--- src/rtl/shrp_map.svh ---
// Constants of the serial host register port: address map, fields and timing
`ifndef SHRP_MAP_SVH
`define SHRP_MAP_SVH
// ****************************************************************
// Clock and bus rates
// ****************************************************************
`define SHRP_CLK_HZ 10000000
`define SHRP_I2C_SM_BPS 100000
`define SHRP_I2C_FM_BPS 400000
`define SHRP_SPI_MAX_HZ 33000000
// ****************************************************************
// Slave address built from the two straps
// ****************************************************************
`define SHRP_ADDR_BASE 8'h90
`define SHRP_ADDR_HI_STEP 8'h08
`define SHRP_ADDR_LO_STEP 8'h02
// ****************************************************************
// Sub-address and first-byte fields
// ****************************************************************
`define SHRP_RW_BIT 7
`define SHRP_IDX_MSB 6
`define SHRP_IDX_LSB 3
`define SHRP_CH_MSB 2
`define SHRP_CH_LSB 1
`define SHRP_FIFO_IDX 4'h0
`define SHRP_BURST_MAX 7'h40
`define SHRP_RDATA_RST 8'h00
`endif

--- src/rtl/shrp_pkg.sv ---
// Types shared by the serial host register port
package shrp_pkg;
    // One register access handed to the UART core
    typedef struct packed {
        logic wr;
        logic chan;
        logic [3:0] idx;
        logic [7:0] data;
    } shrp_req_s;

    // Two-wire slave states, one-hot
    typedef enum logic [8:0] {
        I2C_IDLE = 9'h001,
        I2C_ADDR = 9'h002,
        I2C_ADDR_ACK = 9'h004,
        I2C_SUB = 9'h008,
        I2C_SUB_ACK = 9'h010,
        I2C_WDATA = 9'h020,
        I2C_WACK = 9'h040,
        I2C_RDATA = 9'h080,
        I2C_RACK = 9'h100
    } shrp_i2c_e;
endpackage

--- src/rtl/shrp_buf.sv ---
// Two-entry request buffer with valid and ready on both sides
`timescale 1ns/1ps
module shrp_buf #(
    parameter int WIDTH = 14
) (
    input wire logic clk,                 // System clock
    input wire logic rst,                 // Synchronous reset, active high
    input wire logic in_valid,            // Producer offers a word
    output logic in_ready,                // Room for a word
    input wire logic [WIDTH-1:0] in_data, // Word offered
    output logic out_valid,               // Head word present
    input wire logic out_ready,           // Consumer takes the head
    output logic [WIDTH-1:0] out_data     // Head word, from a flop
);
    logic [WIDTH-1:0] head_q;
    logic [WIDTH-1:0] tail_q;
    logic head_v_q;
    logic tail_v_q;
    logic push;
    logic pop;

    // Ready only from the tail flop, so a stalled consumer never loses a word
    assign in_ready = ~tail_v_q;
    assign out_valid = head_v_q;
    assign out_data = head_q;
    assign push = in_valid & in_ready;
    assign pop = head_v_q & out_ready;

    // Head fills first, tail second; the tail refills the head on a pop
    always_ff @(posedge clk) begin
        if (rst) begin
            head_v_q <= 1'b0;
            tail_v_q <= 1'b0;
        end else if (pop) begin
            if (tail_v_q) begin
                head_q <= tail_q;
                tail_v_q <= push;
                if (push) begin
                    tail_q <= in_data;
                end
            end else begin
                head_v_q <= push;
                head_q <= in_data;
            end
        end else if (push) begin
            if (!head_v_q) begin
                head_q <= in_data;
                head_v_q <= 1'b1;
            end else begin
                tail_q <= in_data;
                tail_v_q <= 1'b1;
            end
        end
    end
endmodule

--- src/rtl/shrp_top.sv ---
// Serial host register port: two-wire or four-wire slave reaching UART registers
// Function
// - Two-wire slave works at Standard 100 kbps and Fast 400 kbps rates.
// - Address byte bit 0 high means read, low means write.
// - Each written byte is acknowledged by pulling data low one clock, except a byte to a reserved channel, into a full buffer or into a full transmit FIFO.
// - Write to a full transmit FIFO gets a negative acknowledge.
// - Slave address is base from high strap plus offset from low strap.
// - Sub-address bits 6:3 are register index, bits 2:1 channel.
// - Channel code 00 is first UART, 01 second, others reserved.
// - Four-line serial port with select, clock, input and output.
// - First byte: bit 7 direction, 6:3 index, 2:1 channel.
// - One select period carries up to 64 FIFO bytes either way.
// - Write to index zero without divisor access pushes the transmit FIFO.
// - Read of index zero without divisor access pops the receive FIFO.
`timescale 1ns/1ps
`include "shrp_map.svh"
module shrp_top (
    input wire logic clk,                  // System clock, 10 MHz
    input wire logic rst,                  // Synchronous reset, active high
    input wire logic spi_sel,              // Bus strap: high selects four-wire port
    input wire logic [1:0] addr_strap_high, // High strap: 0 supply,1 ground,2 clock,3 data
    input wire logic [1:0] addr_strap_low, // Low strap, same coding
    input wire logic i2c_scl_in,           // Two-wire clock level
    input wire logic i2c_sda_in,           // Two-wire data level
    output logic i2c_sda_out,              // Data drive value, always low
    output logic i2c_sda_oe,               // Pulls data low while high
    input wire logic spi_sclk,             // Four-wire serial clock
    input wire logic spi_cs_n,             // Four-wire select, active low
    input wire logic spi_si,               // Slave input
    output logic spi_so_out,               // Slave output value
    output logic spi_so_oe,                // Slave output enable
    output logic req_valid,                // Register access pending
    input wire logic req_ready,            // Core takes the access
    output shrp_pkg::shrp_req_s req,       // Access: direction, channel, index, data
    input wire logic rd_valid,             // Core returns read data
    input wire logic [7:0] rd_data,        // Read data
    input wire logic [1:0] tx_full,        // Transmit FIFO full, per channel
    input wire logic [1:0] lcr_dlab        // Divisor-access bit of line_control_reg
);
    // ****************************************************************
    // Pin synchronisers and edge detection
    // ****************************************************************
    logic [9:0] pin_s1_q;
    logic [9:0] pin_s2_q;
    logic [3:0] edge_q;
    logic scl_h, sda_h, sclk_h, cs_n_h, si_h;
    logic scl_rise, scl_fall, i2c_start, i2c_stop, sclk_rise, sclk_fall;

    // Two flops before use; 25 samples per Fast-mode bit is ample
    always_ff @(posedge clk) begin
        pin_s1_q <= {spi_sel, addr_strap_high, addr_strap_low, i2c_scl_in, i2c_sda_in,
                     spi_sclk, spi_cs_n, spi_si};
        pin_s2_q <= pin_s1_q;
        edge_q <= pin_s2_q[4:1];
    end

    assign scl_h = pin_s2_q[4];
    assign sda_h = pin_s2_q[3];
    assign sclk_h = pin_s2_q[2];
    assign cs_n_h = pin_s2_q[1];
    assign si_h = pin_s2_q[0];
    assign scl_rise = scl_h & ~edge_q[3];
    assign scl_fall = ~scl_h & edge_q[3];
    // Start and stop are data edges while the clock stays high
    assign i2c_start = scl_h & edge_q[3] & edge_q[2] & ~sda_h;
    assign i2c_stop = scl_h & edge_q[3] & ~edge_q[2] & sda_h;
    assign sclk_rise = sclk_h & ~edge_q[1];
    assign sclk_fall = ~sclk_h & edge_q[1];

    // ****************************************************************
    // Strap capture after reset
    // ****************************************************************
    logic cap_pend_q;
    logic spi_mode_q;
    logic [7:0] my_addr_q;

    function automatic logic [7:0] shrp_addr(input logic [1:0] hi, input logic [1:0] lo);
        return `SHRP_ADDR_BASE + 8'(hi * `SHRP_ADDR_HI_STEP) + 8'(lo * `SHRP_ADDR_LO_STEP);
    endfunction

    // Straps are sampled once after release, never loaded under reset
    always_ff @(posedge clk) begin
        if (rst) begin
            cap_pend_q <= 1'b1;
            spi_mode_q <= 1'b0;
            my_addr_q <= `SHRP_ADDR_BASE;
        end else if (cap_pend_q) begin
            cap_pend_q <= 1'b0;
            spi_mode_q <= pin_s2_q[9];
            my_addr_q <= shrp_addr(pin_s2_q[8:7], pin_s2_q[6:5]);
        end
    end

    // ****************************************************************
    // Shared decoding and read data
    // ****************************************************************
    logic [7:0] rdata_q;

    // Only codes 00 and 01 reach a channel
    function automatic logic shrp_ch_ok(input logic [1:0] ch);
        return ~ch[1];
    endfunction

    // Transmit FIFO port full with divisor access off: byte would be lost
    function automatic logic shrp_refuse(input logic [3:0] idx, input logic [1:0] ch,
                                         input logic [1:0] full, input logic [1:0] dlab);
        return (idx == `SHRP_FIFO_IDX) && full[ch[0]] && !dlab[ch[0]];
    endfunction

    // Last byte returned by the core feeds both serial engines
    always_ff @(posedge clk) begin
        if (rst) begin
            rdata_q <= `SHRP_RDATA_RST;
        end else if (rd_valid) begin
            rdata_q <= rd_data;
        end
    end

    // ****************************************************************
    // Two-wire slave engine
    // ****************************************************************
    shrp_pkg::shrp_i2c_e ist_q;
    logic [3:0] ibit_q;
    logic [7:0] ish_q;
    logic idir_q, inack_q, ireq_v_q, buf_in_ready;
    logic [1:0] ich_q;
    logic [3:0] iidx_q;
    shrp_pkg::shrp_req_s ireq_q;

    // Bits are taken on clock rise and changed on clock fall
    always_ff @(posedge clk) begin
        ireq_v_q <= 1'b0;
        i2c_sda_out <= 1'b0;
        if (rst || spi_mode_q) begin
            ist_q <= shrp_pkg::I2C_IDLE;
            ibit_q <= 4'h0;
            idir_q <= 1'b0;
            inack_q <= 1'b0;
            ich_q <= 2'h0;
            iidx_q <= 4'h0;
            i2c_sda_oe <= 1'b0;
        end else if (i2c_start) begin
            ist_q <= shrp_pkg::I2C_ADDR; // Repeated start keeps the sub-address
            ibit_q <= 4'h0;
            i2c_sda_oe <= 1'b0;
        end else if (i2c_stop) begin
            ist_q <= shrp_pkg::I2C_IDLE;
            i2c_sda_oe <= 1'b0;
        end else if (scl_rise) begin
            case (ist_q)
                shrp_pkg::I2C_ADDR, shrp_pkg::I2C_SUB, shrp_pkg::I2C_WDATA: begin
                    ish_q <= {ish_q[6:0], sda_h};
                    ibit_q <= ibit_q + 4'h1;
                end
                shrp_pkg::I2C_RACK: begin
                    if (sda_h) begin
                        ist_q <= shrp_pkg::I2C_IDLE; // Master refused: read ends
                    end else if (shrp_ch_ok(ich_q)) begin
                        ireq_v_q <= 1'b1; // Fetch next byte, pops at index 0
                        ireq_q <= '{wr: 1'b0, chan: ich_q[0], idx: iidx_q, data: 8'h00};
                    end
                end
                default: begin
                end
            endcase
        end else if (scl_fall) begin
            case (ist_q)
                shrp_pkg::I2C_ADDR: begin
                    if (ibit_q == 4'h8) begin
                        ibit_q <= 4'h0;
                        if (ish_q[7:1] == my_addr_q[7:1]) begin
                            ist_q <= shrp_pkg::I2C_ADDR_ACK;
                            i2c_sda_oe <= 1'b1;
                            idir_q <= ish_q[0];
                            if (ish_q[0] && shrp_ch_ok(ich_q)) begin
                                ireq_v_q <= 1'b1;
                                ireq_q <= '{wr: 1'b0, chan: ich_q[0], idx: iidx_q,
                                            data: 8'h00};
                            end
                        end else begin
                            ist_q <= shrp_pkg::I2C_IDLE;
                        end
                    end
                end
                shrp_pkg::I2C_SUB: begin
                    if (ibit_q == 4'h8) begin
                        ibit_q <= 4'h0;
                        iidx_q <= ish_q[`SHRP_IDX_MSB:`SHRP_IDX_LSB];
                        ich_q <= ish_q[`SHRP_CH_MSB:`SHRP_CH_LSB];
                        ist_q <= shrp_pkg::I2C_SUB_ACK;
                        i2c_sda_oe <= 1'b1;
                    end
                end
                shrp_pkg::I2C_WDATA: begin
                    if (ibit_q == 4'h8) begin
                        ibit_q <= 4'h0;
                        ist_q <= shrp_pkg::I2C_WACK;
                        // Full FIFO, reserved channel or full buffer: leave data high
                        if (shrp_ch_ok(ich_q) && buf_in_ready &&
                            !shrp_refuse(iidx_q, ich_q, tx_full, lcr_dlab)) begin
                            i2c_sda_oe <= 1'b1;
                            inack_q <= 1'b0;
                            ireq_v_q <= 1'b1;
                            ireq_q <= '{wr: 1'b1, chan: ich_q[0], idx: iidx_q, data: ish_q};
                        end else begin
                            inack_q <= 1'b1;
                        end
                    end
                end
                shrp_pkg::I2C_ADDR_ACK: begin
                    if (idir_q) begin
                        ist_q <= shrp_pkg::I2C_RDATA;
                        ibit_q <= 4'h1;
                        i2c_sda_oe <= ~rdata_q[7];
                    end else begin
                        ist_q <= shrp_pkg::I2C_SUB;
                        i2c_sda_oe <= 1'b0;
                    end
                end
                shrp_pkg::I2C_SUB_ACK: begin
                    ist_q <= shrp_pkg::I2C_WDATA;
                    i2c_sda_oe <= 1'b0;
                end
                shrp_pkg::I2C_WACK: begin
                    ist_q <= inack_q ? shrp_pkg::I2C_IDLE : shrp_pkg::I2C_WDATA;
                    i2c_sda_oe <= 1'b0;
                end
                shrp_pkg::I2C_RDATA: begin
                    if (ibit_q == 4'h8) begin
                        ist_q <= shrp_pkg::I2C_RACK;
                        i2c_sda_oe <= 1'b0;
                    end else begin
                        i2c_sda_oe <= ~rdata_q[3'(4'h7 - ibit_q)];
                        ibit_q <= ibit_q + 4'h1;
                    end
                end
                shrp_pkg::I2C_RACK: begin
                    ist_q <= shrp_pkg::I2C_RDATA;
                    ibit_q <= 4'h1;
                    i2c_sda_oe <= ~rdata_q[7];
                end
                default: begin
                end
            endcase
        end
    end

    // ****************************************************************
    // Four-wire slave engine, clock idles low, mode 0
    // ****************************************************************
    logic [2:0] sbit_q;
    logic [7:0] ssh_q;
    logic [7:0] spi_byte;
    logic sfirst_q, sdir_q, sreq_v_q;
    logic [1:0] sch_q;
    logic [3:0] sidx_q;
    logic [6:0] scnt_q;
    shrp_pkg::shrp_req_s sreq_q;

    assign spi_byte = {ssh_q[6:0], si_h};

    // Select high clears the byte framing and releases the output
    always_ff @(posedge clk) begin
        sreq_v_q <= 1'b0;
        if (rst || !spi_mode_q || cs_n_h) begin
            sbit_q <= 3'h0;
            sfirst_q <= 1'b1;
            sdir_q <= 1'b0;
            scnt_q <= 7'h00;
            sch_q <= 2'h0;
            sidx_q <= 4'h0;
            spi_so_out <= 1'b0;
            spi_so_oe <= 1'b0;
        end else begin
            spi_so_oe <= 1'b1;
            if (sclk_rise) begin
                ssh_q <= spi_byte; // Input taken on rising edge
                sbit_q <= sbit_q + 3'h1;
                if (sbit_q == 3'h7 && sfirst_q) begin
                    sfirst_q <= 1'b0;
                    sdir_q <= spi_byte[`SHRP_RW_BIT];
                    sidx_q <= spi_byte[`SHRP_IDX_MSB:`SHRP_IDX_LSB];
                    sch_q <= spi_byte[`SHRP_CH_MSB:`SHRP_CH_LSB];
                    if (spi_byte[`SHRP_RW_BIT] && shrp_ch_ok(spi_byte[2:1])) begin
                        sreq_v_q <= 1'b1;
                        scnt_q <= 7'h01;
                        sreq_q <= '{wr: 1'b0, chan: spi_byte[1],
                                    idx: spi_byte[`SHRP_IDX_MSB:`SHRP_IDX_LSB], data: 8'h00};
                    end
                end else if (sbit_q == 3'h7 && scnt_q < `SHRP_BURST_MAX && shrp_ch_ok(sch_q)) begin
                    scnt_q <= scnt_q + 7'h01; // Burst capped at 64 bytes
                    if (sdir_q) begin
                        sreq_v_q <= 1'b1; // Prefetch of the next byte
                        sreq_q <= '{wr: 1'b0, chan: sch_q[0], idx: sidx_q, data: 8'h00};
                    end else if (buf_in_ready &&
                                 !shrp_refuse(sidx_q, sch_q, tx_full, lcr_dlab)) begin
                        sreq_v_q <= 1'b1;
                        sreq_q <= '{wr: 1'b1, chan: sch_q[0], idx: sidx_q, data: spi_byte};
                    end
                end
            end
            if (sclk_fall) begin
                // Output changes on falling edge, MSB first
                spi_so_out <= !sfirst_q && sdir_q && rdata_q[3'(3'h7 - sbit_q)];
            end
        end
    end

    // ****************************************************************
    // Request buffer towards the UART core
    // ****************************************************************
    shrp_buf #(.WIDTH($bits(shrp_pkg::shrp_req_s))) u_buf (
        .clk(clk),
        .rst(rst),
        .in_valid(spi_mode_q ? sreq_v_q : ireq_v_q),
        .in_ready(buf_in_ready),
        .in_data(spi_mode_q ? sreq_q : ireq_q),
        .out_valid(req_valid),
        .out_ready(req_ready),
        .out_data(req)
    );
endmodule

--- config.mk ---
export PLATFORM = sky130hd
export DESIGN_NAME = shrp_top
export DESIGN_NICKNAME = d
export VERILOG_FILES = /design/src/rtl/shrp_pkg.sv /design/src/rtl/shrp_buf.sv /design/src/rtl/shrp_top.sv
export VERILOG_INCLUDE_DIRS = /design/src /design/src/rtl
export SDC_FILE = /design/constraint.sdc
export NUM_CORES = 1
export LEC_CHECK = 0
export BUFFER_PORTS_ARGS = -buffer_cell sky130_fd_sc_hd__buf_4
export CAP_MARGIN = 20
export CORE_MARGIN = 4
export CORE_UTILIZATION = 25
export CTS_CLUSTER_DIAMETER = 40
export DETAILED_ROUTE_END_ITERATION = 8
export SETUP_SLACK_MARGIN = 0.05
export SLEW_MARGIN = 20
export SYNTH_ARGS = -nofsm -noshare
export SYNTH_HDL_FRONTEND = slang
export SYNTH_SLANG_ARGS = --single-unit
export TNS_END_PERCENT = 20
--- constraint.sdc ---
create_clock -name clk -period 11.1 [get_ports clk]
set_clock_uncertainty 0.1 [all_clocks]
set_input_delay 0 -clock clk [delete_from_list [all_inputs] [get_ports clk]]
set_output_delay 0 -clock clk [all_outputs]
set_load 0.05 [all_outputs]
After elaboration in Yosys (flattened, before gate mapping)
Cells that the tools add are included.
Word-level totals
  bits of input ports: 26
  register bits: 159
  word-level logic and storage cells: 278
  output and inout port bits: 19
Operators by class
  reduce and logical (&&, ||, !) cells: 57
  bitwise logic cells: 30
  equal/unequal tests: 43
  add/sub/neg operators: 7
  muxes and demuxes: 97
  $lt $le $gt $ge: 5
Operators by type and width (count)
  14-bit 2-to-1 mux: 25
  9-bit 2-to-1 mux: 8
  9-bit case mux with 8 select lines: 1
  1-bit 2-to-1 mux: 43
  14-bit case mux with 2 select lines: 1
  3-bit != test, second input constant: 9
  4-bit 2-to-1 mux: 6
  2-bit != test, second input constant: 12
  8-bit AND reduction: 3
  7-bit 2-to-1 mux: 3
  5-bit != test, second input constant: 4
  1-bit NOT: 19
  4-bit case mux with 4 select lines: 1
  5-bit AND reduction: 3
  1-bit logical AND: 14
  7-bit AND reduction: 2
  13-bit AND reduction: 1
  6-bit AND reduction: 2
  1-bit AND: 11
  10-bit nonzero test: 1
  9-bit by 2-bit equality test with 1-bit output, second input constant: 1
  9-bit by 3-bit equality test with 1-bit output, second input constant: 1
  9-bit by 4-bit equality test with 1-bit output, second input constant: 1
  9-bit by 5-bit equality test with 1-bit output, second input constant: 1
  other kinds (40): 66

Depth between registers and ports, before layout
  depth in word-level cells: 11
  gate-level depth with buffers: 8
  depth with buffers taken out: 8

Hierarchy
From an unflattened synthesis, not the netlist that was laid out.
Unflattened totals
  cell total of the unflattened synthesis: 549
  area, all modules: 6570.1 um^2
By module, submodules not included
  shrp_top: area each 5405.2 um^2, cells an instance 493, times used 1, sequential area each 2932.8 um^2
  shrp_buf: area each 1164.9 um^2, cells an instance 56, times used 1, sequential area each 880.8 um^2

Least setup slack after synthesis
OpenSTA, ideal clock, no wires.
  kind: register to register
  from: register spi_mode_q
  to: register sreq_q[0] (netlist name), enable pin
  data required time: 10537 ps
  cell stages (with the launch flop): 5
  setup slack: 7052 ps
  setup time: 463 ps
  buffers on the path: 2
  clock period less this slack: 4048 ps
  data arrival time: 3484 ps
  cells stage by stage: dfxtp_1 clkbuf_1 buf_1 nand2_1 a2111oi_0
Between the ends
  word-level cells in the longest chain between the ends: 5
Ends and longest elaborated chain
  start, declared: line shrp_top.sv:74  | logic spi_mode_q;
  start signal, assigned: line shrp_top.sv:89  | spi_mode_q <= pin_s2_q[9];
  1-bit logical NOT: line shrp_top.sv:265  | if (rst || !spi_mode_q || cs_n_h) begin
  1-bit logical OR (2 in a row): line shrp_top.sv:265
  1-bit NOT (no line)
  5-bit AND reduction (no line)
  end signal, assigned: line shrp_top.sv:287  | sreq_q <= '{wr: 1'b0, chan: spi_byte[1],
  end signal, assigned: line shrp_top.sv:294  | sreq_q <= '{wr: 1'b0, chan: sch_q[0], idx: sidx_q, data: 8'h00};
  end signal, assigned: line shrp_top.sv:298  | sreq_q <= '{wr: 1'b1, chan: sch_q[0], idx: sidx_q, data: spi_byte};
  end, declared: line shrp_top.sv:258  | shrp_pkg::shrp_req_s sreq_q;
No other way between the ends.
A chain may end at the register's enable or synchronous reset.

Worst setup path after layout
  from: register ist_q[8]
  to: register ireq_q[2] (netlist name), enable pin
Between the ends
  word-level cells in the longest chain between the ends: 3
  elaborated cells on any way between the ends: 11
  classes of those cells: eq/ne: 9; reduce/logical: 2
Ends and longest elaborated chain
  start, declared: line shrp_top.sv:122  | shrp_pkg::shrp_i2c_e ist_q;
  start signal, assigned: line shrp_top.sv:135  | ist_q <= shrp_pkg::I2C_IDLE;
  start signal, assigned: line shrp_top.sv:143  | ist_q <= shrp_pkg::I2C_ADDR;
  start signal, assigned: line shrp_top.sv:147  | ist_q <= shrp_pkg::I2C_IDLE;
  9-bit by 6-bit equality test with 1-bit output (tied with other cells): line shrp_top.sv:167  | case (ist_q)
  3-bit != test (no line) (tied with other cells)
  13-bit AND reduction (no line) (*)
  end signal, assigned: line shrp_top.sv:160  | ireq_q <= '{wr: 1'b0, chan: ich_q[0], idx: iidx_q, data: 8'h00};
  end signal, assigned: line shrp_top.sv:177  | ireq_q <= '{wr: 1'b0, chan: ich_q[0], idx: iidx_q,
  end signal, assigned: line shrp_top.sv:204  | ireq_q <= '{wr: 1'b1, chan: ich_q[0], idx: iidx_q, data: ish_q};
  end, declared: line shrp_top.sv:128  | shrp_pkg::shrp_req_s ireq_q;
Every way passes the cells marked *; elsewhere a longest branch is shown, timed or not.

==> results.py <==
metrics = {
    "synthesis": {
        "synthesis.area_per_instance_um2": 12.0,
        "synth_fp_nets": 561,
        "synth_top_area_share_pct": 33.8,
        "post_synth_num_cell_types": 61,
        "synth.area.top_cells": "edfxtp_1, dfxtp_1, mux2_2, mux2i_1, nor2_1",
        "postSynth.topFlopCell": "dfxtp_1",
        "netlist.top_cell.by_area": "edfxtp_1",
        "synth_enable_flop_cells": 71,
        "syn-cell-area_um2": 6310,
        "yosys_register_bits": 155,
        "cell_count_after_synthesis": 527,
        "synth-seq-area-share_pct": 60.4,
        "postSynth.asyncResetShare_pct": 0,
        "synth_warnings": 0,
    },
    "sta": {
        "final_hold_slack_ns": 0.0266,
        "setup_tns_ns": 0,
        "final.min_clock_period_ns": 2.97,
        "final_hold_viol_count": 0,
        "grt_setup_unrepaired": "false",
        "max_clock_freq_mhz": 337,
        "min_period_over_period_pct": 26.7,
        "timing.final.setup_violations": 0,
        "layout_setup_ws_ns": 8.13,
        "worstMarginPinSlew_ns": 0.890,
        "maxSlewViolCount": 0,
        "max_slew_margin_pct": 40.6,
    },
    "drt": {
        "post_drt_wl_per_cell_um": 14.2,
        "post_drt_via_cell_ratio": 4.41,
        "vias_after_detailed_routing": 4161,
        "wl_um": 13400,
        "detailed_route_iter0_violations": 274,
        "route.detailed.drc": 0,
        "drtAntennaViolNets": 0,
        "number_of_optimization_iterations_in_the_first_detailed_route_pass": 5,
    },
    "worst_setup_path": {
        "end_kind": "register",
        "r2r_end": "ireq_q[2]$_SDFFCE_PP0P_",
        "critical-path-max-stage-delay_ns": 0.68,
        "critical_path.max_fanout": 10,
        "worst_ep_required_time_ns": 11.12,
        "reg2reg_slack_ns": 8.13,
        "critical_path.slowest_cell": "or4_1",
        "critical_path_arrival_ns": 2.99,
        "critical_path_class": "reg2reg",
        "reg2reg_depth": 7,
        "path_cells": "or4_1, nor3_1, nand3_1, o32ai_1, a21oi_1, nor3_2, buf_4",
        "timing.critical_path.from_type": "register",
        "critical_path.reg2reg.startpoint": "ist_q[8]$_SDFFE_PP0P_",
        "crit_path_end": "ireq_q[2]$_SDFFCE_PP0P_",
        "worst_setup_path_startpoint": "ist_q[8]$_SDFFE_PP0P_",
    },
    "placed_design": {
        "place.gp.congestion": 0.918,
        "dp_hpwl_um": 9200,
        "numPortBuffers": 43,
        "dp_worst_setup_slack_ns": 7.93,
        "dp.cells": 874,
    },
    "global_routing": {
        "grt-ovfl-total": 0,
        "via_count_of_the_first_global_routing_pass": 4086,
        "grt_max_degree": 23,
        "first_pass_grt_wire_length_um": 21700,
        "grt_usage_pct": 9.72,
        "antenna_found_initial": 0,
    },
    "clock_network": {
        "clock_latency_ns": 0.42,
        "cts_setup_buffers": 0,
        "cts_resized": 0,
        "ctsRootBufferMaster": "clkbuf_16",
        "tritoncts.num_buffers": 17,
        "cts-htree-levels": 4,
        "clk_pin_slew_ns": 0.06,
        "cts_sinks": 155,
        "cts_tree": "done",
        "cts_hold_buf": 37,
        "cts_buffer_depth": 2,
    },
    "hold_path": {
        "min-delay-path-class": "in2reg",
        "hold_depth": 5,
    },
    "status": {
        "run_status": "finished, final reports clean",
    },
    "pwr": {
        "power.density_nw_per_um2": 151,
        "power.total_mw": 1.20,
        "power.leakage_nw": 2.90,
        "vdd_drop_max_uv": 99.7,
    },
    "die": {
        "rows": 57,
        "chipWidth_um": 167,
        "initial_utilization_pct": 25.7,
        "io-pin-count": 45,
        "die_area_um2": 27900,
        "core_region_area_um2": 24600,
        "die_h_um": 167,
    },
    "cells_and_area": {
        "layout.cells.most_common_list": "dfxtp_1, edfxtp_1, nor2_1, buf_4, nand2_1",
        "non_filler_cells_in_the_finished_layout": 944,
        "final_common_cell": "dfxtp_1",
        "flow.area_growth_from_synthesis_pct": 25.4,
        "nets": 641,
        "final_layout_size_suffix_gt1_share_pct": 19.8,
        "insertedDiodeCount": 0,
    },
    "job": {
        "drv_cap": 0,
    },
}
==> synthesized netlist by cell type, types with 6 or more instances <==
master	number
a21oi_1	26
and2_1	10
and3_1	9
clkbuf_1	17
dfxtp_1	84
edfxtp_1	71
ha_1	8
inv_1	6
mux2_2	33
mux2i_1	26
nand2_1	38
nand2b_1	13
nand3_1	12
nor2_1	49
nor2b_1	7
nor3_1	15
nor4_1	8
o21ai_0	15
xnor2_1	6
xor2_1	7
==> cell type report <==
class | instances | area [µm²]
well taps | 324 | 405
clock inverters | 12 | 101
clock buffers | 20 | 447
flip-flops and latches | 155 | 3810
inverters | 6 | 22.5
multi-input cells | 344 | 2410
fillers | 2447 | 16700
repair buffers | 83 | 716
==> stage by stage <==
stage | area, µm² | util (%)
after floorplan | 6310 | -
after global placement | 6990 | 28.4
after detailed placement | 6990 | 28.4
after CTS | 7910 | 32.1
after global routing | 7920 | 32.2
final | 7920 | 32.2
==> how the worst min path moves through the flow <==
stage,start,to,slack (ns)
after floorplan,rst,cap_pend_q$_DFF_P_,-0.07
after global placement,spi_sclk,pin_s1_q[2]$_DFF_P_,0.007
after detailed placement,addr_strap_high[1],pin_s1_q[8]$_DFF_P_,0.007
after CTS,tx_full[1],sreq_v_q$_SDFF_PN0_,0.02
after global routing,tx_full[1],sreq_v_q$_SDFF_PN0_,0.05
final,tx_full[1],sreq_v_q$_SDFF_PN0_,0.03
==> critical path, delay by kind of cell, from the launching register on <==
kind | cells | cell delay (ns)
flops | 1 | 0.36
buf+inv | 1 | 0.27
simple gates | 4 | 1.60
compound gates | 2 | 0.33
==> per-layer routing <==
metal	part of all wire [%]	routed length, µm	GRT usage, %	vias up
met5	0	0	0	-
met4	2.0	272	3.84	0
met3	4.0	535	2.61	16
met2	44	5940	14.3	113
met1	50	6670	13.6	1957
li1	-	-	-	2075
==> power by group <==
group	switching, mW	internal [mW]	total [mW]
clock network	0.225	0.312	0.537
registers	0.00741	0.602	0.609
logic	0.0238	0.0283	0.0522
total	0.257	0.942	1.20
==> flip-flops by register name (all words and copies together) (netlist names), 5 cells and up <==
| register | flops |
|---|---|
| sreq_q | 14 |
| u_buf.tail_q | 14 |
| pin_s1_q | 10 |
| scnt_q | 7 |
| ireq_q | 14 |
| rdata_q | 8 |
| pin_s2_q | 10 |
| u_buf.out_data | 14 |
| ist_q | 9 |
| my_addr_q | 5 |
| ssh_q | 7 |
| ish_q | 8 |
==> cells by family (layout without fill, tap and decap cells) <==
group	Yosys count	count (layout)	share of synthesized area [%]
buf+inv	28	121	1.76
simple gates	190	190	15.8
fa+ha+maj	8	8	1.59
flops	155	155	60.4
mux	64	64	11.6
compound gates	68	68	7.01
xor+xnor	13	13	1.80
other cells	1	1	0.0594
(Power assumes the default switching activity.)
